<file path="config.mk">
export PLATFORM = sky130hd
export DESIGN_NAME = pmbus_master_link
export DESIGN_NICKNAME = d
export VERILOG_FILES = /design/src/core/pmbus_link_pkg.sv /design/src/core/link_fifo.sv /design/src/core/pmbus_master_link.sv
export VERILOG_INCLUDE_DIRS = /design/src /design/src/core
export SDC_FILE = /design/constraint.sdc
export NUM_CORES = 1
export LEC_CHECK = 0
export BUFFER_PORTS_ARGS = -buffer_cell sky130_fd_sc_hd__clkbuf_2
export CORE_AREA = 3 3 140 142
export DETAILED_ROUTE_END_ITERATION = 8
export DIE_AREA = 0 0 143 145
export GPL_TIMING_DRIVEN = 0
export HOLD_SLACK_MARGIN = 0.02
export PLACE_DENSITY = 0.66
export SYNTH_ARGS = -nofsm -noshare
export SYNTH_HDL_FRONTEND = slang
export SYNTH_SLANG_ARGS = --single-unit
</file>
<file path="constraint.sdc">
create_clock -name mclk -period 2.8 [get_ports mclk]
set_input_delay 0.14 -clock mclk [delete_from_list [all_inputs] [get_ports mclk]]
set_output_delay 0.14 -clock mclk [all_outputs]
set_load 0.01 [all_outputs]
</file>
<file path="src/core/pmbus_link_consts.svh">
// Timing constants for the power management bus master link
`ifndef PMBUS_LINK_CONSTS_SVH
`define PMBUS_LINK_CONSTS_SVH

// System clock period
`define PML_CLK_NS        10

// Quarter of a serial clock period for each bus speed
`define PML_Q100_NS       2500
`define PML_Q400_NS       625
`define PML_Q1M_NS        250

// Quarter period in system clocks, rounded up
`define PML_Q100_CYC      ((`PML_Q100_NS + `PML_CLK_NS - 1) / `PML_CLK_NS)
`define PML_Q400_CYC      ((`PML_Q400_NS + `PML_CLK_NS - 1) / `PML_CLK_NS)
`define PML_Q1M_CYC       ((`PML_Q1M_NS + `PML_CLK_NS - 1) / `PML_CLK_NS)

// Gap between byte events that counts as a timeout
`define PML_TOUT_MS       25
`define PML_TOUT_CYC      (`PML_TOUT_MS * 1000000 / `PML_CLK_NS)

// Widths of the quarter and timeout counters
`define PML_QCNT_W        9
`define PML_TCNT_W        22

// Transmit FIFO shape
`define PML_FIFO_WIDTH    8
`define PML_FIFO_DEPTH    16

`endif

</file>
<file path="src/core/pmbus_link_pkg.sv">
// Types shared by the power management bus master link
package pmbus_link_pkg;

   typedef enum logic [1:0] {
      SPD_100K = 2'h0,
      SPD_400K = 2'h1,
      SPD_1M   = 2'h2
   } speed_t;

   typedef enum logic [1:0] {
      CMD_START  = 2'h0,
      CMD_RSTART = 2'h1,
      CMD_BYTE   = 2'h2,
      CMD_STOP   = 2'h3
   } cmd_t;

   typedef enum logic [3:0] {
      ST_IDLE = 4'h1,
      ST_COND = 4'h2,
      ST_BYTE = 4'h4,
      ST_STOP = 4'h8
   } state_t;

endpackage : pmbus_link_pkg

</file>
<file path="src/core/link_fifo.sv">
// Flip-flop FIFO with valid and ready on both sides
`timescale 1ns/100ps
`default_nettype none

module link_fifo #(
   parameter int WIDTH = 8,
   parameter int DEPTH = 16
) (
   input  wire logic             mclk,
   input  wire logic             sys_rst,
   input  wire logic [WIDTH-1:0] in_data,
   input  wire logic             in_valid,
   output var  logic             in_ready,
   output var  logic [WIDTH-1:0] out_data,
   output var  logic             out_valid,
   input  wire logic             out_ready
);

   // Depth must be a power of two so the pointers wrap naturally
   localparam int AW = $clog2(DEPTH);
   localparam int CW = $clog2(DEPTH + 1);

   logic [WIDTH-1:0] mem [DEPTH];
   logic [AW-1:0]    wr_ptr;
   logic [AW-1:0]    rd_ptr;
   logic [CW-1:0]    count;
   logic [CW-1:0]    next_count;
   wire              push;
   wire              pop;

   assign push       = in_valid && in_ready;
   assign pop        = out_valid && out_ready;
   assign next_count = count + CW'(push) - CW'(pop);

   always_comb begin
      out_data = mem[rd_ptr];
   end

   generate
      for (genvar i = 0; i < DEPTH; i++) begin : g_entry
         always_ff @(posedge mclk) begin
            if (push && wr_ptr == AW'(i)) begin
               mem[i] <= in_data;
            end
         end
      end
   endgenerate

   always_ff @(posedge mclk) begin
      if (sys_rst) begin
         wr_ptr    <= '0;
         rd_ptr    <= '0;
         count     <= '0;
         in_ready  <= 1'b0;
         out_valid <= 1'b0;
      end else begin
         wr_ptr    <= wr_ptr + AW'(push);
         rd_ptr    <= rd_ptr + AW'(pop);
         count     <= next_count;
         in_ready  <= next_count != CW'(DEPTH);
         out_valid <= next_count != '0;
      end
   end

endmodule : link_fifo

`default_nettype wire

</file>
<file path="src/core/pmbus_master_link.sv">
// Power management bus master link layer with byte engine and timeout
`timescale 1ns/100ps
`default_nettype none
`include "pmbus_link_consts.svh"

// Overview of operation
// - The serial clock runs at 100 kHz, 400 kHz or 1 MHz as bus_speed selects.
// - On command the master makes a start, repeated start or stop, or moves a byte.
// - Pulses tell the transaction layer of send done, receive done and errors.
// - A slave not-acknowledge after a sent byte raises the NACK error.
// - A gap of 25 ms or more between byte events raises the timeout error.
// - Each byte event restarts the timeout, so a clock held low times out.
// - A CONTROL input is sampled and turned into an on or off indication.
// - The active level of CONTROL is set by an input driven from bus commands.
// - An alert line from the slaves is sampled and shown as an interrupt request.
// - Bytes after a start are written; after a repeated start and address, read.
module pmbus_master_link
   import pmbus_link_pkg::*;
#(
   parameter int TIMEOUT_CYCLES = `PML_TOUT_CYC
) (
   input  wire logic       mclk,
   input  wire logic       sys_rst,
   input  wire logic [1:0] bus_speed,
   input  wire logic       cmd_valid,
   input  wire logic [1:0] cmd,
   input  wire logic       cmd_last,
   output var  logic       cmd_ready,
   input  wire logic [7:0] tx_data,
   input  wire logic       tx_valid,
   output var  logic       tx_ready,
   output var  logic [7:0] rx_data,
   output var  logic       recv_done,
   output var  logic       send_done,
   output var  logic       err_nack,
   output var  logic       err_timeout,
   output var  logic       bus_active,
   input  wire logic       scl_in,
   output var  logic       scl_out,
   output var  logic       scl_oe,
   input  wire logic       sda_in,
   output var  logic       sda_out,
   output var  logic       sda_oe,
   input  wire logic       control_in,
   input  wire logic       control_pol,
   output var  logic       control_on,
   input  wire logic       smbalert_n_in,
   output var  logic       alert
);

   localparam int QW = `PML_QCNT_W;
   localparam int TW = `PML_TCNT_W;

   state_t        state;
   logic [1:0]    q;
   logic [QW-1:0] qcnt;
   logic [3:0]    bit_idx;
   logic [7:0]    shreg;
   logic          rd_phase;
   logic          addr_done;
   logic          xfer_rd;
   logic          ack_last;
   logic          nack_seen;
   logic [TW-1:0] tcnt;

   // Synchronisers for pins
   logic          scl_m;
   logic          scl_s;
   logic          sda_m;
   logic          sda_s;
   logic          ctl_m;
   logic          ctl_s;
   logic          alr_m;
   logic          alr_s;

   // FIFO drain side
   logic [7:0]    fifo_data;
   logic          fifo_valid;

   wire [QW-1:0]  qlen;
   wire           stall;
   wire           tick;
   wire           byte_rd_next;
   wire           take;
   wire           pop;
   wire           byte_evt;
   wire           tout_hit;
   wire           last_bit;

   link_fifo #(
      .WIDTH (`PML_FIFO_WIDTH),
      .DEPTH (`PML_FIFO_DEPTH)
   ) u_tx_fifo (
      .mclk      (mclk),
      .sys_rst   (sys_rst),
      .in_data   (tx_data),
      .in_valid  (tx_valid),
      .in_ready  (tx_ready),
      .out_data  (fifo_data),
      .out_valid (fifo_valid),
      .out_ready (pop)
   );

   // Quarter period per speed; unknown code falls back to 100 kHz
   assign qlen = (bus_speed == SPD_400K) ? QW'(`PML_Q400_CYC - 1) :
                 (bus_speed == SPD_1M)   ? QW'(`PML_Q1M_CYC - 1)  :
                                           QW'(`PML_Q100_CYC - 1);

   // Slave stretching holds the quarter until the clock line is high
   assign stall    = (state != ST_IDLE) && (q == 2'd2) && !scl_s;
   assign tick     = (state != ST_IDLE) && (qcnt == '0) && !stall;
   assign last_bit = bit_idx == 4'd8;
   assign byte_evt = (state == ST_BYTE) && tick && (q == 2'd3) && last_bit;

   assign byte_rd_next = rd_phase && addr_done;
   assign take = cmd_valid && cmd_ready &&
                 (cmd != CMD_BYTE || byte_rd_next || fifo_valid);
   assign pop  = take && (cmd == CMD_BYTE) && !byte_rd_next;

   assign tout_hit = bus_active && (tcnt == TW'(TIMEOUT_CYCLES - 1));

   always_ff @(posedge mclk) begin
      if (sys_rst) begin
         scl_m <= 1'b1;
         scl_s <= 1'b1;
         sda_m <= 1'b1;
         sda_s <= 1'b1;
         ctl_m <= 1'b0;
         ctl_s <= 1'b0;
         alr_m <= 1'b1;
         alr_s <= 1'b1;
      end else begin
         scl_m <= scl_in;
         scl_s <= scl_m;
         sda_m <= sda_in;
         sda_s <= sda_m;
         ctl_m <= control_in;
         ctl_s <= ctl_m;
         alr_m <= smbalert_n_in;
         alr_s <= alr_m;
      end
   end

   // Optional pins
   always_ff @(posedge mclk) begin
      if (sys_rst) begin
         control_on <= 1'b0;
         alert      <= 1'b0;
      end else begin
         control_on <= ctl_s == control_pol;
         alert      <= !alr_s;
      end
   end

   // Open-drain pins only ever pull low
   always_ff @(posedge mclk) begin
      scl_out <= 1'b0;
      sda_out <= 1'b0;
   end

   always_ff @(posedge mclk) begin
      if (sys_rst || state == ST_IDLE || tick) begin
         qcnt <= qlen;
      end else if (qcnt != '0) begin
         qcnt <= qcnt - QW'(1);
      end
   end

   // Gap monitor between byte events
   always_ff @(posedge mclk) begin
      if (sys_rst || !bus_active || byte_evt || tout_hit) begin
         tcnt <= '0;
      end else begin
         tcnt <= tcnt + TW'(1);
      end
   end

   always_ff @(posedge mclk) begin
      if (sys_rst) begin
         state       <= ST_IDLE;
         q           <= 2'd0;
         bit_idx     <= 4'd0;
         shreg       <= 8'h00;
         rd_phase    <= 1'b0;
         addr_done   <= 1'b0;
         xfer_rd     <= 1'b0;
         ack_last    <= 1'b0;
         nack_seen   <= 1'b0;
         bus_active  <= 1'b0;
         cmd_ready   <= 1'b1;
         rx_data     <= 8'h00;
         recv_done   <= 1'b0;
         send_done   <= 1'b0;
         err_nack    <= 1'b0;
         err_timeout <= 1'b0;
         scl_oe      <= 1'b0;
         sda_oe      <= 1'b0;
      end else begin
         recv_done   <= 1'b0;
         send_done   <= 1'b0;
         err_nack    <= 1'b0;
         err_timeout <= 1'b0;
         if (tout_hit) begin
            err_timeout <= 1'b1;
            q           <= 2'd0;
            if (state == ST_STOP) begin
               // Stop itself is stuck: let go of the lines
               state      <= ST_IDLE;
               bus_active <= 1'b0;
               scl_oe     <= 1'b0;
               sda_oe     <= 1'b0;
               cmd_ready  <= 1'b1;
            end else begin
               state     <= ST_STOP;
               cmd_ready <= 1'b0;
            end
         end else begin
            case (state)
               ST_IDLE: begin
                  if (take) begin
                     cmd_ready <= 1'b0;
                     q         <= 2'd0;
                     case (cmd)
                        CMD_START: begin
                           rd_phase   <= 1'b0;
                           addr_done  <= 1'b0;
                           bus_active <= 1'b1;
                           state      <= ST_COND;
                        end
                        CMD_RSTART: begin
                           rd_phase   <= 1'b1;
                           addr_done  <= 1'b0;
                           bus_active <= 1'b1;
                           state      <= ST_COND;
                        end
                        CMD_BYTE: begin
                           xfer_rd  <= byte_rd_next;
                           ack_last <= cmd_last;
                           bit_idx  <= 4'd0;
                           shreg    <= byte_rd_next ? 8'h00 : fifo_data;
                           state    <= ST_BYTE;
                        end
                        default: begin
                           state <= ST_STOP;
                        end
                     endcase
                  end
               end
               ST_COND: begin
                  if (tick) begin
                     q <= q + 2'd1;
                     case (q)
                        2'd0: sda_oe <= 1'b0;
                        2'd1: scl_oe <= 1'b0;
                        2'd2: sda_oe <= 1'b1;
                        default: begin
                           scl_oe    <= 1'b1;
                           state     <= ST_IDLE;
                           cmd_ready <= 1'b1;
                        end
                     endcase
                  end
               end
               ST_STOP: begin
                  if (tick) begin
                     q <= q + 2'd1;
                     case (q)
                        2'd0: sda_oe <= 1'b1;
                        2'd1: scl_oe <= 1'b0;
                        2'd2: sda_oe <= 1'b0;
                        default: begin
                           state      <= ST_IDLE;
                           bus_active <= 1'b0;
                           cmd_ready  <= 1'b1;
                        end
                     endcase
                  end
               end
               ST_BYTE: begin
                  if (tick) begin
                     q <= q + 2'd1;
                     case (q)
                        2'd0: begin
                           if (last_bit) begin
                              sda_oe <= xfer_rd && !ack_last;
                           end else begin
                              sda_oe <= !xfer_rd && !shreg[7];
                           end
                        end
                        2'd1: scl_oe <= 1'b0;
                        2'd2: begin
                           if (last_bit) begin
                              nack_seen <= !xfer_rd && sda_s;
                           end else if (xfer_rd) begin
                              shreg <= {shreg[6:0], sda_s};
                           end
                        end
                        default: begin
                           scl_oe <= 1'b1;
                           if (!last_bit) begin
                              bit_idx <= bit_idx + 4'd1;
                              if (!xfer_rd) begin
                                 shreg <= {shreg[6:0], 1'b0};
                              end
                           end else begin
                              // SDA kept until the next quarter zero
                              if (xfer_rd) begin
                                 rx_data   <= shreg;
                                 recv_done <= 1'b1;
                                 state     <= ST_IDLE;
                                 cmd_ready <= 1'b1;
                              end else if (nack_seen) begin
                                 err_nack <= 1'b1;
                                 state    <= ST_STOP;
                              end else begin
                                 send_done <= 1'b1;
                                 addr_done <= 1'b1;
                                 state     <= ST_IDLE;
                                 cmd_ready <= 1'b1;
                              end
                           end
                        end
                     endcase
                  end
               end
               default: begin
                  state     <= ST_IDLE;
                  cmd_ready <= 1'b1;
               end
            endcase
         end
      end
   end

endmodule : pmbus_master_link

`default_nettype wire

</file>
==> impl_results.md <==
- Outcome: finished clean
- Dpl ws: -0.238 ns
- CTS Buf Count: 23
- Pwr dens: 745 nW/um^2
- Worst Reg-to-Reg Cells: 7
- FF-to-FF setup slack: 0.17 ns
- CP max FO: 10
- Layout cells sized above 1: 17.1%
- Final-report max-slew violation count: 0
- Arrival @ worst endpoint: 3.07 ns
- DRT iter0 DRCs: approximately 470
- Post-CTS Repair Setup Buffers: 0
- Routed len/inst: 19.8 um
- DR top layer: met4
- Vias: 6394
- Area Overhead vs Synth: 14.0%
- RR Endpoint: rd_phase
- Number of synthesized register bits: 223
- Fin util: 59.4%
- Synth async-reset ratio: 0%
- Max-cap violations: 0
- Post-route cell area: 11000 um^2
- Fin nets: approximately 870
- Die area: ~21000 um^2
- Synth warn: 0
- DRC: 0
- Slowest stage cell, crit path: o21ai_1
- Initial Util: 52.1%
- Die Height: 145 um
- EDFF count, synth: approximately 140
- Clock tree sinks: 223
- Initial DRT Pass Iterations: 6
- Maximum number of pins on one net before global-route repair: 17
- Gp weighted congestion: 0.981
- Syn Std Cell Area: slightly below 10000 um^2
- GRT Total Usage: 20.7%
- Cell Chain, Critical Path: inv_1 > ha_1 > nor4b_2 > nand4_2 > o21ai_1 > and4_1 > mux2i_1
- Most common library cell in the layout ignoring fill and taps: edfxtp_1
- Total Wirelength: ~21 mm
- F_max: around 380 MHz
- Fin. Hold Viols: 0
- Reg2Reg Launch Point: qcnt[0]
- Wl on met1: between 9 and 10 mm
- # port buffers: 40
- WP data required: 3.23 ns
- CP endpoint: rd_phase
- Skew final: approximately 0.019 ns
- Critical Path Sink Type: flop
- Crit path largest cell delay: 0.46 ns
- Number of global-route vias before repair: between 6000 and 7000
- Power, Total: 8.22 mW
- DR vias/cell: 5.95
- Post-DP HPWL: 14.7 mm
- Register Area: 5840 um^2
- Yosys cell types: between 60 and 70
- Slew @ Worst Pin: between 1 and 1.5 ns
- Remaining global-route overflow: 0
- Core area: 18600 um^2
- Clock buffer depth: 3
- Fin crit share: 94.0%
- Crit Path Class: reg -> reg
- Cell row count: 50
- Placed cell areas: 10200 um^2
- Setup TNS Final: 0 ns
- Antenna Cells: 0
- H-tree depth: 1
- Die width: 143 um
- Antenna viol nets, final: 0
- Final setup violating endpoints: 0
- Most frequent cells in the layout: edfxtp_1 (137), dfxtp_1 (86), nor2_1 (60)
- Clock root buffer: clkbuf_16
- Slew headroom: 20.2%
- Area of the multi-input gates: 3640 um^2
- CTS clk-pin slew, worst paths: 0.06 ns
- TritonCTS clock tree: yes
- Worst setup margin: 0.167 ns
- Cell count after synthesis: approximately 750
- Lkg Pwr: 3.61 nW
- Later-pin clock latency in the skew report: 0.52 ns
- Met2 Routed Length: between 10 and 15 mm
- Ports: 43
- Post-synth top flop: edfxtp_1
- Fill cells: 1471
- Worst setup path start: qcnt[0]
- Met3 wire len: 1.03 mm
- Register area share after synthesis: 60.3%
- Syn Area/Cell: 12.9 um^2
- Tmin final: 2.63 ns
- First-pass GRT wire length: 34.1 mm
- Worst hold path type: in -> reg
- Peak VDD IR: between 0.5 and 0.6 mV
- Initial antenna violation count: 0
- Startpoint Class: flop
==> worst max-delay path, delay by kind of cell (launching register included) <==
family,cells,cell delay [ns]
and+or+nand+nor,3,1.21
AOI/OAI and AO/OA,1,0.46
DFF,1,0.42
muxes,1,0.20
adders and majority gates,1,0.19
buffers and inverters,1,0.08
==> report_power, final <==
| group | switching (mW) | internal [mW] |
|---|---|---|
| combinational | 0.866 | 0.567 |
| sequential | 0.138 | 3.71 |
| clock | 1.22 | 1.71 |
==> final cells by class <==
type | count | share of cell area [%]
Multi-Input combinational cell | 467 | 33.0
Timing Repair Buffer | 48 | 2.54
Inverter | 26 | 0.885
Clock buffer | 29 | 5.42
Sequential cell | 223 | 52.9
Clock inverter | 13 | 1.15
Buffer | 35 | 1.42
Tap cell | 234 | 2.65
==> Yosys cell counts, types with 5 or more instances <==
library cell  number  share of area [%]
ha_1              20                2.6
o211ai_1           9               0.70
nor4b_1            5               0.45
dfxtp_1           86                 18
mux4_2            32                7.5
mux2i_1           10                1.0
xnor2_1           20                1.8
edfxtp_1         137                 43
o21ai_0           29                1.5
nand3_1           34                1.8
buf_2              8               0.41
nor3_1            21                1.1
a22o_1             8               0.72
nor4_1             9               0.58
a21oi_1           30                1.6
or3_1              5               0.32
nor2_1            60                2.3
nand4_1            9               0.58
nand2_1           35                1.4
or2_2              7               0.45
inv_1             26                1.0
nand2b_1           6               0.39
nor2b_1           11               0.71
xor2_1            15                1.4
clkbuf_1          20               0.78
a22oi_1            9               0.70
==> worst min path at each step <==
stage / cells past startpoint / slack, ns / from / to
2_1_floorplan: 0 / 0.24 / tx_data[0] / u_tx_fifo.mem[0][0]
4_1_cts: 4 / 0.02 / cmd[1] / state[1]
3_3_place_gp: 2 / 0.32 / smbalert_n_in / alr_m
5_1_grt: 4 / 0.07 / cmd[1] / state[1]
6_report: 1 / 0.06 / tx_data[7] / u_tx_fifo.mem[4][7]
3_5_place_dp: 2 / 0.33 / sda_in / sda_m
==> flip-flops by register name, indices dropped and copies added, names as in the netlist, 4 cells and up <==
register	count
bit_idx	4
qcnt	9
rx_data	8
shreg	8
state	4
tcnt	22
u_tx_fifo.count	5
u_tx_fifo.mem	128
u_tx_fifo.rd_ptr	4
u_tx_fifo.wr_ptr	4
==> cell families after synthesis <==
group | Yosys count | synth area share [%]
xor gates and xnor gates | 35 | 3.17
buffers and inverters | 62 | 2.66
DFF | 223 | 60.3
adders and majority gates | 21 | 2.79
other | 1 | 0.0388
AOI/OAI and AO/OA | 122 | 8.63
and+or+nand+nor | 245 | 13.9
muxes | 42 | 8.49
==> per-stage QoR <==
stage                     hold slack (ns)  cells
after global placement              0.323   1026
after detailed placement            0.325   1026
after global routing               0.0652   1075
after floorplan                     0.239    752
after CTS                          0.0248   1076
final                              0.0555   1075
==> routing by layer <==
layer	track usage (%)	vias to the layer above
li1	-	2988
met1	27.6	3163
met2	35.2	203
met3	2.97	40
met4	5.85	0
met5	0	-
==> timing repair <==
action | in CTS | in global routing
hold buffers | 8 | 0
resized for setup | 2 | 5
gates cloned | 0 | 0
endpoints found under the setup margin | 9 | 21
hold endpoints to repair | 23 | 0
Power figures use the tool's default switching activity.
